--- src/rtl/smc_defs.vh ---
// What this block does
// - Decode sleep mode codes; 100, 101 reserved
// - Sleep instruction sleeps only when armed
// - Debug port on when bit zero, fuse set
// - Debug disable changes on double write
// - Brownout off needs unlock then write
// - Brownout off active three cycles, self-clears
// - Detector off only if sleeping while active
// - Pull-up kill turns off all pull-ups
// - Vector base at flash or boot start
// - Vector select needs unlock then write
// - Block interrupts during vector change sequence
// - Blocking leaves global interrupt flag untouched
// - Vector unlock clears after four cycles
// - Boot vectors plus app lock block app
// - App vectors plus boot lock block boot
// - Input buffers off when io, converter stopped
// - Debug fuse keeps main clock in sleep
// - Reference on only when a user needs it
// - Enabled watchdog keeps running in sleep
// - Registers at 0x53, 0x55; io minus 0x20
// - Standby wake resumes within six cycles
`ifndef SMC_DEFS_VH
`define SMC_DEFS_VH
`define SMC_ADDR_SLEEP    8'h53
`define SMC_ADDR_SYS      8'h55
`define SMC_IO_OFFSET     8'h20
`define SMC_RESET_VAL     8'h00
`define SMC_SYS_WMASK     8'hF3
`define SMC_SYS_RMASK     8'hF3
`define SMC_SLP_RMASK     8'h0F
`define SMC_BIT_ARM       0
`define SMC_BIT_JTD       7
`define SMC_BIT_BOFF      6
`define SMC_BIT_BUNL      5
`define SMC_BIT_PUK       4
`define SMC_BIT_VSEL      1
`define SMC_BIT_VUNL      0
`define SMC_MODE_IDLE     3'h0
`define SMC_MODE_ADCNR    3'h1
`define SMC_MODE_PDOWN    3'h2
`define SMC_MODE_PSAVE    3'h3
`define SMC_MODE_STBY     3'h6
`define SMC_MODE_XSTBY    3'h7
`define SMC_WIN_CYC       3'h4
`define SMC_BOFF_CYC      3'h3
`define SMC_WAKE_CYC      3'h6
`endif

--- src/rtl/smc_regs.v ---
`timescale 1ns/1ps
`default_nettype none
`include "smc_defs.vh"
module smc_regs (
  input  wire       clk,
  input  wire       reset,
  input  wire [7:0] addr,
  input  wire       io_space,
  input  wire       wr_en,
  input  wire       rd_en,
  input  wire [7:0] wdata,
  output reg  [7:0] rdata,
  output wire       hit,
  input  wire       sleep_instr,
  input  wire       wake,
  input  wire       instr_done,
  input  wire       jtag_enable_fuse,
  input  wire       debug_enable_fuse,
  input  wire       app_lock_bit,
  input  wire       boot_lock_bit,
  input  wire       exec_in_boot,
  input  wire [15:0] boot_start,
  input  wire       bod_fuse_on,
  input  wire       comp_on,
  input  wire       adc_on,
  input  wire       wdt_on,
  output reg        sleeping,
  output reg  [2:0] active_mode,
  output wire       cpu_resume,
  output wire       bod_off_sleep,
  output wire       jtag_port_en,
  output wire       pullup_kill,
  output wire [15:0] vector_base,
  output wire       irq_block,
  output wire       input_buf_off,
  output wire       main_clk_keep,
  output wire       vref_en,
  output wire       wdt_run
);
  reg  [7:0] sleep_mode_control;
  reg  [7:0] system_control;
  reg  [2:0] jtd_cnt;
  reg        jtd_pend;
  reg  [2:0] bunl_cnt;
  reg  [2:0] boff_cnt;
  reg        boff_act;
  reg  [2:0] vunl_cnt;
  reg        vsel_written;
  reg        blk_tail;
  reg        bod_off_r;
  reg  [2:0] wake_cnt;
  wire [7:0] eff_addr;
  wire       sel_slp;
  wire       sel_sys;
  wire       w_slp;
  wire       w_sys;
  wire       mode_ok;

  function valid_mode;
    input [2:0] m;
    begin
      valid_mode = (m != 3'h4) && (m != 3'h5);
    end
  endfunction

  function clk_io_adc_stopped;
    input [2:0] m;
    begin
      clk_io_adc_stopped = (m == `SMC_MODE_PDOWN) || (m == `SMC_MODE_PSAVE) ||
                           (m == `SMC_MODE_STBY) || (m == `SMC_MODE_XSTBY);
    end
  endfunction

  assign eff_addr = io_space ? (addr + `SMC_IO_OFFSET) : addr;
  assign sel_slp  = (eff_addr == `SMC_ADDR_SLEEP);
  assign sel_sys  = (eff_addr == `SMC_ADDR_SYS);
  assign hit      = sel_slp | sel_sys;
  assign w_slp    = wr_en & sel_slp;
  assign w_sys    = wr_en & sel_sys;
  assign mode_ok  = valid_mode(sleep_mode_control[3:1]);

  always @(posedge clk or posedge reset)
  begin
    if (reset)
      rdata <= `SMC_RESET_VAL;
    else if (rd_en)
      rdata <= sel_slp ? (sleep_mode_control & `SMC_SLP_RMASK) :
               sel_sys ? (system_control & `SMC_SYS_RMASK) : 8'h00;
  end

  always @(posedge clk or posedge reset)
  begin
    if (reset)
      sleep_mode_control <= `SMC_RESET_VAL;
    else if (w_slp)
      sleep_mode_control <= wdata & `SMC_SLP_RMASK;
  end

  // Debug disable: second equal write within window commits
  always @(posedge clk or posedge reset)
  begin
    if (reset)
    begin
      jtd_cnt  <= 3'h0;
      jtd_pend <= 1'b0;
    end
    else if (w_sys)
    begin
      if (jtd_cnt != 3'h0 && jtd_pend == wdata[`SMC_BIT_JTD])
        jtd_cnt <= 3'h0;
      else
      begin
        jtd_cnt  <= `SMC_WIN_CYC;
        jtd_pend <= wdata[`SMC_BIT_JTD];
      end
    end
    else if (jtd_cnt != 3'h0)
      jtd_cnt <= jtd_cnt - 3'h1;
  end

  always @(posedge clk or posedge reset)
  begin
    if (reset)
    begin
      system_control <= `SMC_RESET_VAL;
      bunl_cnt       <= 3'h0;
      boff_cnt       <= 3'h0;
      boff_act       <= 1'b0;
      vunl_cnt       <= 3'h0;
      vsel_written   <= 1'b0;
    end
    else
    begin
      if (bunl_cnt != 3'h0)
        bunl_cnt <= bunl_cnt - 3'h1;
      if (vunl_cnt != 3'h0)
        vunl_cnt <= vunl_cnt - 3'h1;
      // Unlock visible for exactly the four-cycle select window
      if (vunl_cnt == 3'h1)
        system_control[`SMC_BIT_VUNL] <= 1'b0;
      if (boff_cnt != 3'h0)
      begin
        boff_cnt <= boff_cnt - 3'h1;
        if (boff_cnt == 3'h1)
        begin
          if (!boff_act)
          begin
            boff_act <= 1'b1;
            boff_cnt <= `SMC_BOFF_CYC;
          end
          else
          begin
            boff_act <= 1'b0;
            system_control[`SMC_BIT_BOFF] <= 1'b0;
          end
        end
      end
      if (instr_done)
        vsel_written <= 1'b0;
      if (w_sys)
      begin
        system_control[`SMC_BIT_PUK] <= wdata[`SMC_BIT_PUK];
        if (jtd_cnt != 3'h0 && jtd_pend == wdata[`SMC_BIT_JTD])
          system_control[`SMC_BIT_JTD] <= wdata[`SMC_BIT_JTD];
        if (wdata[`SMC_BIT_BOFF] && wdata[`SMC_BIT_BUNL])
        begin
          bunl_cnt <= `SMC_WIN_CYC;
          system_control[`SMC_BIT_BUNL] <= 1'b1;
        end
        else
        begin
          system_control[`SMC_BIT_BUNL] <= 1'b0;
          if (wdata[`SMC_BIT_BOFF] && bunl_cnt != 3'h0)
          begin
            system_control[`SMC_BIT_BOFF] <= 1'b1;
            boff_cnt <= `SMC_BOFF_CYC;
            boff_act <= 1'b0;
          end
        end
        if (wdata[`SMC_BIT_VUNL])
        begin
          system_control[`SMC_BIT_VUNL] <= 1'b1;
          vunl_cnt <= `SMC_WIN_CYC;
        end
        else if (vunl_cnt != 3'h0)
        begin
          system_control[`SMC_BIT_VSEL] <= wdata[`SMC_BIT_VSEL];
          system_control[`SMC_BIT_VUNL] <= 1'b0;
          vunl_cnt     <= 3'h0;
          vsel_written <= 1'b1;
        end
      end
      if (bunl_cnt == 3'h1 && !(w_sys && wdata[`SMC_BIT_BUNL]))
        system_control[`SMC_BIT_BUNL] <= 1'b0;
    end
  end

  // Hold the block through the instruction after the select write
  always @(posedge clk or posedge reset)
  begin
    if (reset)
      blk_tail <= 1'b0;
    else if (vsel_written && instr_done)
      blk_tail <= 1'b1;
    else if (instr_done)
      blk_tail <= 1'b0;
  end

  // Sleep entry, brownout latch and wake delay
  always @(posedge clk or posedge reset)
  begin
    if (reset)
    begin
      sleeping    <= 1'b0;
      active_mode <= `SMC_MODE_IDLE;
      bod_off_r   <= 1'b0;
      wake_cnt    <= 3'h0;
    end
    else if (sleeping)
    begin
      if (wake)
      begin
        sleeping  <= 1'b0;
        bod_off_r <= 1'b0;
        if (active_mode == `SMC_MODE_STBY || active_mode == `SMC_MODE_XSTBY)
          wake_cnt <= `SMC_WAKE_CYC;
      end
    end
    else
    begin
      if (wake_cnt != 3'h0)
        wake_cnt <= wake_cnt - 3'h1;
      if (sleep_instr && sleep_mode_control[`SMC_BIT_ARM] && mode_ok)
      begin
        sleeping    <= 1'b1;
        active_mode <= sleep_mode_control[3:1];
        bod_off_r   <= boff_act;
      end
    end
  end

  assign cpu_resume    = !sleeping && (wake_cnt == 3'h0);
  assign bod_off_sleep = sleeping & bod_off_r;
  assign jtag_port_en  = jtag_enable_fuse & ~system_control[`SMC_BIT_JTD];
  assign pullup_kill   = system_control[`SMC_BIT_PUK];
  assign vector_base   = system_control[`SMC_BIT_VSEL] ? boot_start : 16'h0000;
  // Gates the core's interrupt accept; status flag is not touched
  assign irq_block = system_control[`SMC_BIT_VUNL] | vsel_written | blk_tail |
                     (system_control[`SMC_BIT_VSEL] & app_lock_bit & ~exec_in_boot) |
                     (~system_control[`SMC_BIT_VSEL] & boot_lock_bit & exec_in_boot);
  assign input_buf_off = sleeping & clk_io_adc_stopped(active_mode);
  assign main_clk_keep = debug_enable_fuse;
  assign vref_en       = (bod_fuse_on & ~bod_off_sleep) | comp_on | adc_on;
  assign wdt_run       = wdt_on;
endmodule
`default_nettype wire

--- config.mk ---
export PLATFORM = sky130hd
export DESIGN_NAME = smc_regs
export DESIGN_NICKNAME = d
export VERILOG_FILES = /design/src/rtl/smc_regs.v
export VERILOG_INCLUDE_DIRS = /design/src /design/src/rtl
export SDC_FILE = /design/constraint.sdc
export NUM_CORES = 1
export LEC_CHECK = 0
export BUFFER_PORTS_ARGS = -buffer_cell sky130_fd_sc_hd__buf_2
export CORE_MARGIN = 3
export CORE_UTILIZATION = 46
export CTS_BUF_LIST = sky130_fd_sc_hd__clkbuf_4 sky130_fd_sc_hd__clkbuf_8
export CTS_CLUSTER_DIAMETER = 100
export CTS_CLUSTER_SIZE = 12
export DETAILED_ROUTE_END_ITERATION = 10
export PLACE_DENSITY = 0.78
export SYNTH_ARGS = -nofsm -noshare
export SYNTH_HDL_FRONTEND = slang
export SYNTH_SLANG_ARGS = --single-unit
--- constraint.sdc ---
create_clock -name clk -period 1.3 [get_ports clk]
set_input_delay 0.065 -clock clk [delete_from_list [all_inputs] [get_ports clk]]
set_output_delay 0.065 -clock clk [all_outputs]
set_load 0.02 [all_outputs]
==> results.py, run 1 <==
metrics = {
    "outcome": {
        "outcome": "finished with violations",
        "failed_checks": "setup timing",
    },
    "power_and_ir_drop": {
        "pwr-share-clk_pct": 14.9,
        "p_leak_nw": 1.94,
        "p_sw_share_pct": 37.9,
        "p_comb_share_pct": 51.7,
        "power.density_mw_per_mm2": 1500,
        "peakVddDrop_mv": 1.25,
        "pwr-share-seq_pct": 33.4,
        "power.switching_mw": 2.23,
        "p_total_mw": 5.87,
        "internal_power_mw": 3.65,
    },
    "global_route": {
        "grt_max_degree": 43,
        "track_usage_pct": 22.1,
        "grt.overflow.total": 0,
        "antenna_found_initial": 0,
        "grt_pass1_vias": 2254,
        "grt_pass1_wl_mm": 10.5,
    },
    "critical_path": {
        "cp-start-kind": "flip-flop",
        "path_max_fanout": 3,
        "slowest_delay_ns": 0.43,
        "arrival_ns": 1.44,
        "slowest_stage": "dfrtp_2",
        "crit_chain": "nand2_1 -> o22ai_1 -> or4_4 -> buf_6",
        "r2r_cells": 5,
        "critPathRequiredTime_ns": 1.24,
        "crit_path_end_kind": "primary output",
        "critPathKind": "flip-flop to primary output",
    },
    "timing": {
        "finalSetupTns_ns": -3.92,
        "finalSetupViolations": 37,
        "slew_viol_final": 0,
        "min_period_ns": 1.51,
        "tightest_slew_ns": 0.407,
        "finClkSkew_ns": 0.0133,
        "slew_headroom_pct": 72.9,
        "period_share_pct": 116,
        "maxClockFrequency_mhz": 664,
        "setup_ws_ns": -0.207,
        "rsz0062_at_grt": "yes",
        "hold_viol_final": 0,
    },
    "clock_tree": {
        "clk_latency_ns": 0.31,
        "clock-sinks": 42,
        "cts_tree": "built",
        "htree_num_levels": 2,
        "clock_path_buffers": 2,
        "clockRootBuffer": "clkbuf_8",
        "clk_pin_slew_worst_paths_ns": 0.10,
        "cts_buffers": 5,
    },
    "floorplan": {
        "core_sq_mm": 0.00482,
        "fp.dieH_um": 77.1,
        "die_area_sq_mm": 0.00595,
        "io-pin-count": 87,
        "start_util_pct": 48.3,
        "row_count": 25,
        "die_w_um": 77.1,
    },
    "routing": {
        "wl_per_cell_um": 17.2,
        "routed_wl_mm": 7.69,
        "viasPerCell": 5.22,
        "ant_nets": 0,
        "drt-initial-drc-count": 111,
        "drc": 0,
        "vias": 2333,
        "first_pass_iters": 4,
    },
    "final_layout": {
        "syn2layout_area_growth_pct": 68.2,
        "antenna_cells": 0,
        "drive_above_1_share_pct": 59.7,
        "fin_nets": 443,
    },
    "synthesis": {
        "synthTopCellsByArea": "dfrtp_1 45%, ha_1 8.1%, and2_1 4.8%, mux2_2 4.4%, nand2_1 4.0%",
        "synth_top_area_cell": "dfrtp_1",
        "ys.flop_type": "dfrtp_1",
        "ys_ff_latch": 42,
        "syn_inst": 233,
        "ys_types": 49,
        "synth_area_sq_mm": 0.00233,
        "synth_top_area_share_pct": 45.2,
        "ys_seq_area_share_pct": 45.2,
        "ys_async_sr_fraction_pct": 100,
        "yosysMostFrequentCell": "dfrtp_1",
        "synth_commonest_cells": "42 x dfrtp_1, 25 x nand2_1, 20 x inv_1, 18 x and2_1, 17 x nor2_1",
        "syn_nets": 297,
        "ys_warn_count": 0,
        "synth_edf_count": 0,
        "avgSynthCellArea_sq_um": 9.99,
    },
    "worst_hold_path": {
        "hold_path_class": "input port to flip-flop",
        "hold_depth": 2,
    },
    "placed_design": {
        "port-buffer-count": 82,
        "place_ws_ns": -0.512,
        "gp_congestion": 0.787,
        "dp_hpwl_mm": 4.53,
    },
    "job": {
        "drv_cap": 0,
    },
}
## stage by stage
| step | hold slack (ns) | util (%) | instance area (sq um) | cells |
|---|---|---|---|---|
| after detailed placement | 0.130 | 64.8 | 3120 | 409 |
| final | 0.0159 | 81.2 | 3910 | 447 |
| after CTS | 0.0112 | 72.8 | 3510 | 434 |
| after global routing | 0.0136 | 81.2 | 3910 | 447 |
| after floorplan | 0.147 | - | 2410 | 233 |
| after global placement | 0.130 | 64.8 | 3120 | 409 |
## area by class of cell
class,instances,area [sq um]
clock inverter,3,21.3
fill,304,903
multi-input combinational,166,1500
sequential,42,1050
tap,67,83.8
timing repair buffer,144,1110
clock buffer,5,68.8
inverter,20,77.6
## cells in the final DEF, fill, tap and decap left out, drive strengths merged, types with 2 or more instances in the layout
cell         Yosys  final
xnor2            3      3
mux2            10     10
nand2           25     25
a31oi            3      3
mux2i            3      3
a21oi           11     11
o31ai            2      2
dfrtp           42     42
nor3b            2      2
and4             2      2
a211oi           2      2
o2bb2ai          2      2
nor2b            7      7
nor3             2      2
and2            18     18
nor4b            2      2
buf              3    139
dlygate4sd3      0      4
a22o             4      4
nand3            6      6
o21ai           11     11
inv             20     20
o211ai           2      2
clkbuf           2      6
clkinv           0      2
nor2            17     17
ha              15     15
a211o            3      3
## sequential cells by signal (all words and copies together), names as in the netlist, 3 cells and up, named ones only
register,cells
rdata,8
boff_cnt,3
wake_cnt,3
jtd_cnt,3
active_mode,3
sleep_mode_control,4
bunl_cnt,3
system_control,5
## repair_timing
action / CTS / global route
hold buffers: 4 / 0
setup buffers: 13 / 14
endpoints found under the setup margin: 41 / 52
pin swaps: 11 / 11
endpoints found under the hold margin: 46 / 0
gates cloned: 0 / 1
gates resized for setup: 42 / 87
## worst max-delay path, delay by kind of cell (launching register included)
| kind | cells | cell delay, ns |
|---|---|---|
| AOI/OAI and AO/OA | 1 | 0.08 |
| and+or+nand+nor | 2 | 0.48 |
| buffers and inverters | 1 | 0.15 |
| DFF | 1 | 0.43 |
## routing by layer
metal / track usage, % / vias up / routed length, um / share of wire [%]
li1: - / 1086 / - / -
met1: 26.5 / 1114 / 2830 / 37
met2: 37.6 / 114 / 4040 / 53
met3: 6.10 / 19 / 608 / 7.9
met4: 8.36 / 0 / 206 / 2.7
met5: 0 / - / 0 / 0
## cell families after synthesis
logic type,count (synthesis),share of synthesized area (%)
AOI/OAI and AO/OA,48,15.1
xor gates and xnor gates,4,1.51
adders and majority gates,15,8.06
buffers and inverters,25,4.41
DFF,42,45.2
muxes,13,6.13
and+or+nand+nor,86,19.7
## power groups by stage
stage / sequential [mW] / clock [mW] / combinational [mW]
floorplan: 1.89 / 0 / 1.35
global placement: 1.90 / 0 / 1.97
detailed placement: 1.92 / 0 / 2.08
CTS: 1.92 / 0.866 / 2.36
global route: 1.99 / 0.919 / 3.30
finish: 1.96 / 0.874 / 3.04
## path summary, 6_finish.rpt
path / startpoint / endpoint / slack (ns)
min in group asynchronous: reset / boff_cnt[2] / 0.35
setup reg to reg: vunl_cnt[0] / system_control[1] / -0.11
max in group asynchronous: reset / system_control[1] / 0.71
setup / recovery: system_control[1] / irq_block / -0.21
hold reg to reg: system_control[6] / system_control[6] / 0.49
hold / removal: wdata[3] / sleep_mode_control[3] / 0.02
Note: power is estimated with default switching activity, not from simulation.
==> inputs of run 2 (changes only) <==
Settings changed: CORE_UTILIZATION 46 to 51, PLACE_DENSITY 0.78 to 0.82.
Clock period 1.3 ns to 1.4 ns, I/O delays scaled along.
==> results.py, run 2 (same netlist as run 1, synthesis figures left out) <==
metrics = {
    "power_and_ir_drop": {
        "power.density_mw_per_mm2": 1410,
        "p_comb_share_pct": 44.8,
        "pwr-share-clk_pct": 17.3,
        "pwr-share-seq_pct": 37.9,
        "p_sw_share_pct": 35.6,
        "power.switching_mw": 1.68,
        "internal_power_mw": 3.04,
        "p_leak_nw": 1.76,
        "peakVddDrop_mv": 0.996,
    },
    "critical_path": {
        "critPathKind": "flip-flop to primary output",
        "cp-start-kind": "flip-flop",
        "r2r_cells": 6,
        "worstReg2RegStart": "boff_cnt[0]",
        "path_max_fanout": 3,
        "slowest_stage": "dfrtp_1",
        "critPathRequiredTime_ns": 1.33,
        "arrival_ns": 1.43,
        "slowest_delay_ns": 0.41,
        "crit_chain": "nand2_1 -> o22ai_2 -> or4_4 -> buf_6",
        "critPathLaunch": "system_control[1]",
        "crit_path_end_kind": "primary output",
    },
    "final_layout": {
        "largest-register": "rdata",
        "drive_above_1_share_pct": 46.8,
        "final_cell_mix": "76 x buf_2, 42 x dfrtp_1, 30 x buf_4",
        "antenna_cells": 0,
        "fin_nets": 418,
        "largest_register_ffs": 8,
        "top_regs": "rdata (8), system_control (5), sleep_mode_control (4)",
        "layout_commonest_cell": "buf_2",
        "syn2layout_area_growth_pct": 44.2,
        "design_area_sq_mm": 0.00336,
    },
    "timing": {
        "finalSetupViolations": 6,
        "maxClockFrequency_mhz": 668,
        "period_share_pct": 107,
        "slew_viol_final": 0,
        "hold_viol_final": 0,
        "finClkSkew_ns": 0.00628,
        "setup_ws_ns": -0.0960,
        "slew_headroom_pct": 64.7,
        "timing.hold.ws_ns": 0.0273,
        "finalSetupTns_ns": -0.312,
        "rsz0062_at_grt": "yes",
        "min_period_ns": 1.50,
        "tightest_slew_ns": 0.530,
    },
    "floorplan": {
        "die_area_sq_mm": 0.00541,
        "start_util_pct": 55.4,
        "row_count": 23,
        "core_sq_mm": 0.00420,
        "die_w_um": 73.6,
        "fp.dieH_um": 73.6,
        "io-pin-count": 87,
    },
    "placed_design": {
        "dp_hpwl_mm": 4.42,
        "place_area_sq_mm": 0.00304,
        "gp_congestion": 0.767,
        "port-buffer-count": 82,
    },
    "global_route": {
        "grt_max_degree": 43,
        "grt_pass1_wl_mm": 9.44,
        "track_usage_pct": 22.7,
        "grt.overflow.total": 0,
        "grt_pass1_vias": 2129,
        "antenna_found_initial": 0,
    },
    "outcome": {
        "failed_checks": "setup timing",
        "outcome": "finished with violations",
    },
    "worst_hold_path": {
        "hold_path_class": "input port to flip-flop",
        "hp-start": "wdata[3]",
        "hold_depth": 2,
    },
    "clock_tree": {
        "clockRootBuffer": "clkbuf_8",
        "clk_latency_ns": 0.29,
        "htree_num_levels": 2,
        "cts_buffers": 5,
        "clock-sinks": 42,
        "cts_tree": "built",
        "clk_pin_slew_worst_paths_ns": 0.08,
        "clock_path_buffers": 2,
    },
    "routing": {
        "wl_per_cell_um": 15.0,
        "routed_wl_mm": 6.09,
        "vias": 2118,
        "ant_nets": 0,
        "first_pass_iters": 4,
        "viasPerCell": 5.23,
        "drt-initial-drc-count": 69,
        "drc": 0,
    },
    "job": {
        "drv_cap": 0,
    },
}
==> run 2: cell types whose count changed in the layout (fill, tap and decap cells not counted), sizes merged <==
cell / change
clkbuf: +1
buf: -23
clkinv: -1
dlygate4sd3: -1
clkinvlp: -1
==> run 2: repair_timing <==
action,4_1_cts,5_1_grt
setup buffers,5,3
resized for setup,14,26
pin swaps,7,6
hold buffers,3,0
endpoints found under the hold margin,44,0
gates cloned,0,0
endpoints found under the setup margin,14,45
==> run 2: layer usage <==
metal | vias up | routed length [um] | global-route usage (%)
li1 | 1050 | - | -
met1 | 1011 | 2500 | 27.0
met2 | 51 | 3260 | 40.7
met3 | 6 | 258 | 5.75
met4 | 0 | 68 | 5.63
met5 | - | 0 | 0
==> run 2: worst max-delay path, delay by kind of cell (launching register included) <==
family	cells	cell delay, ns
and+or+nand+nor	2	0.50
AOI/OAI and AO/OA	1	0.07
buffers and inverters	1	0.15
DFF	1	0.41
==> run 2: stage by stage <==
step / utilization, % / worst slack [ns] / cells / power, mW
after floorplan: - / -0.253 / 233 / 2.98
after global placement: 72.3 / -0.369 / 387 / 3.50
after detailed placement: 72.3 / -0.403 / 387 / 3.59
after CTS: 77.5 / -0.0697 / 403 / 4.54
after global routing: 79.9 / -0.144 / 405 / 5.08
final: 79.9 / -0.0960 / 405 / 4.72
==> run 2: power by group through the flow <==
stage	clock [mW]	combinational, mW	sequential, mW
finish	0.817	2.11	1.79
global route	0.890	2.36	1.83
CTS	0.829	1.96	1.76
detailed placement	0	1.82	1.78
global placement	0	1.74	1.76
floorplan	0	1.23	1.74
==> run 2: area by class of cell <==
type	count	area (sq um)
clock buffer	7	90.1
clock inverter	1	5.00
fill	266	846
inverter	20	75.1
multi-input combinational	166	1320
sequential	42	1050
tap	50	62.6
timing repair buffer	119	752
==> run 2: path summary, 6_finish.rpt <==
kind,to,slack [ns]
worst max-delay path,irq_block,-0.1
worst max register to register,boff_cnt[2],0.03
worst min-delay path,sleep_mode_control[3],0.03
min in group asynchronous,wake_cnt[2],0.46
max in group asynchronous,rdata[1],0.58
worst min register to register,rdata[5],0.49
==> inputs of run 3 (changes only) <==
Settings changed: CORE_UTILIZATION 51 to 46, HOLD_SLACK_MARGIN set to 0.1, PLACE_DENSITY 0.82 to 0.78.
Clock period 1.4 ns to 1.3 ns, I/O delays scaled along.
==> results.py, run 3 (same netlist as run 1, synthesis figures left out) <==
metrics = {
    "global_route": {
        "grt_max_degree": 43,
        "antenna_found_initial": 0,
        "grt_pass1_wl_mm": 10.8,
        "grt.overflow.total": 0,
        "grt_pass1_vias": 2311,
        "track_usage_pct": 22.6,
    },
    "timing": {
        "min_period_ns": 1.49,
        "period_share_pct": 115,
        "maxClockFrequency_mhz": 671,
        "finClkSkew_ns": 0.0113,
        "setup_ws_ns": -0.190,
        "slew_headroom_pct": 72.8,
        "tightest_slew_ns": 0.408,
        "finalSetupViolations": 38,
        "rsz0062_at_grt": "yes",
        "hold_viol_final": 0,
        "slew_viol_final": 0,
    },
    "worst_hold_path": {
        "hp-start": "debug_enable_fuse",
        "whs_endpoint": "main_clk_keep",
        "hold_path_class": "input port to primary output",
        "hold_depth": 0,
    },
    "final_layout": {
        "multi_input_area_sq_mm": 0.00150,
        "regArea_sq_mm": 0.00105,
        "top_regs": "rdata (8), system_control (5), sleep_mode_control (4)",
        "layout_commonest_cell": "buf_2",
        "drive_above_1_share_pct": 58.2,
        "largest_register_ffs": 8,
        "largest-register": "rdata",
        "antenna_cells": 0,
        "final_cell_mix": "60 x buf_2, 42 x buf_4, 40 x dfrtp_1",
        "syn2layout_area_growth_pct": 71.5,
        "fin_cells": 455,
        "fillCellCount": 282,
        "fin_nets": 451,
    },
    "job": {
        "drv_cap": 0,
    },
    "placed_design": {
        "gp_congestion": 0.787,
        "dp_hpwl_mm": 4.53,
        "place_inst": 409,
        "port-buffer-count": 82,
    },
    "floorplan": {
        "die_w_um": 77.1,
        "io-pin-count": 87,
        "row_count": 25,
        "die_area_sq_mm": 0.00595,
        "start_util_pct": 48.3,
        "fp.dieH_um": 77.1,
        "core_sq_mm": 0.00482,
    },
    "critical_path": {
        "worstReg2RegStart": "vunl_cnt[0]",
        "cp.depth": 4,
        "slowest_stage": "dfrtp_2",
        "rr_endpoint": "system_control[1]",
        "r2r_cells": 5,
        "path_buf_inv": 1,
        "critPathRequiredTime_ns": 1.24,
        "crit_path_end_kind": "primary output",
        "critPathKind": "flip-flop to primary output",
        "cp-start-kind": "flip-flop",
        "r2r_slack_ns": -0.12,
        "crit_chain": "nand2_1 -> o22ai_1 -> or4_4 -> buf_6",
        "slowest_delay_ns": 0.43,
        "path_max_fanout": 3,
        "crit_family": "simple AND/OR/NAND/NOR gates",
        "arrival_ns": 1.43,
    },
    "routing": {
        "wl_per_cell_um": 16.6,
        "vias": 2369,
        "first_pass_iters": 4,
        "ant_nets": 0,
        "routed_wl_mm": 7.54,
        "viasPerCell": 5.21,
        "drc": 0,
        "drt-initial-drc-count": 138,
    },
    "clock_tree": {
        "htree_num_levels": 2,
        "clk_pin_slew_worst_paths_ns": 0.08,
        "clockRootBuffer": "clkbuf_8",
        "clk_latency_ns": 0.30,
        "cts_tree": "built",
        "cts_buffers": 5,
        "clock-sinks": 42,
        "clock_path_buffers": 2,
    },
    "power_and_ir_drop": {
        "peakVddDrop_mv": 1.26,
        "power.density_mw_per_mm2": 1470,
        "p_leak_nw": 1.97,
        "p_total_mw": 5.88,
    },
    "outcome": {
        "failed_checks": "setup timing",
        "outcome": "finished with violations",
    },
}
-- run 3: cell count changes in the layout (fill, tap and decap cells not counted), sizes merged --
cell and change:
buf +23, dlygate4sd3 +9, clkbuf -1, clkinv +1, clkinvlp +1
-- run 3: stage by stage --
| step | setup TNS [ns] | setup WS, ns | hold WS (ns) | util (%) | cell area (sq um) |
|---|---|---|---|---|---|
| 3_5_place_dp | -11.20 | -0.512 | 0.130 | 64.8 | 3120 |
| 4_1_cts | -2.15 | -0.214 | 0.130 | 74.5 | 3590 |
| 5_1_grt | -5.58 | -0.237 | 0.130 | 82.9 | 3990 |
| 2_1_floorplan | -3.42 | -0.348 | 0.147 | - | 2410 |
| 6_report | -3.80 | -0.190 | 0.130 | 82.9 | 3990 |
| 3_3_place_gp | -10.24 | -0.462 | 0.130 | 64.8 | 3120 |
-- run 3: worst max-delay path by stage --
stage | to | start
floorplan | system_control[1] | addr[6]
global placement | system_control[1] | addr[6]
detailed placement | system_control[1] | addr[6]
CTS | irq_block | system_control[1]
global route | irq_block | system_control[1]
finish | irq_block | system_control[1]
-- run 3: cell type report --
type | count | area share (%)
inverters | 20 | 1.94
flip-flops and latches | 42 | 26.4
repair buffers | 152 | 29.8
clock buffers | 5 | 1.72
multi-input cells | 166 | 37.5
clock inverters | 3 | 0.533
well taps | 67 | 2.10
-- run 3: timing repair --
item,CTS,global route
setup buffers,13,14
hold endpoints to repair,61,0
resized for setup,42,86
setup endpoints to repair,41,52
cloned,0,1
hold buffers,12,0
pin swaps,11,11
-- run 3: routing by layer --
metal / track usage [%] / vias to the layer above / wire (um)
li1: - / 1107 / -
met1: 27.0 / 1138 / 2930
met2: 38.3 / 109 / 3890
met3: 6.46 / 15 / 532
met4: 8.36 / 0 / 182
met5: 0 / - / 0
-- run 3: power by group --
part	leakage, nW	internal (mW)	switching [mW]
sequential	0.537	1.66	0.302
clock	0.0441	0.378	0.487
combinational	1.39	1.63	1.43
total	1.97	3.66	2.22
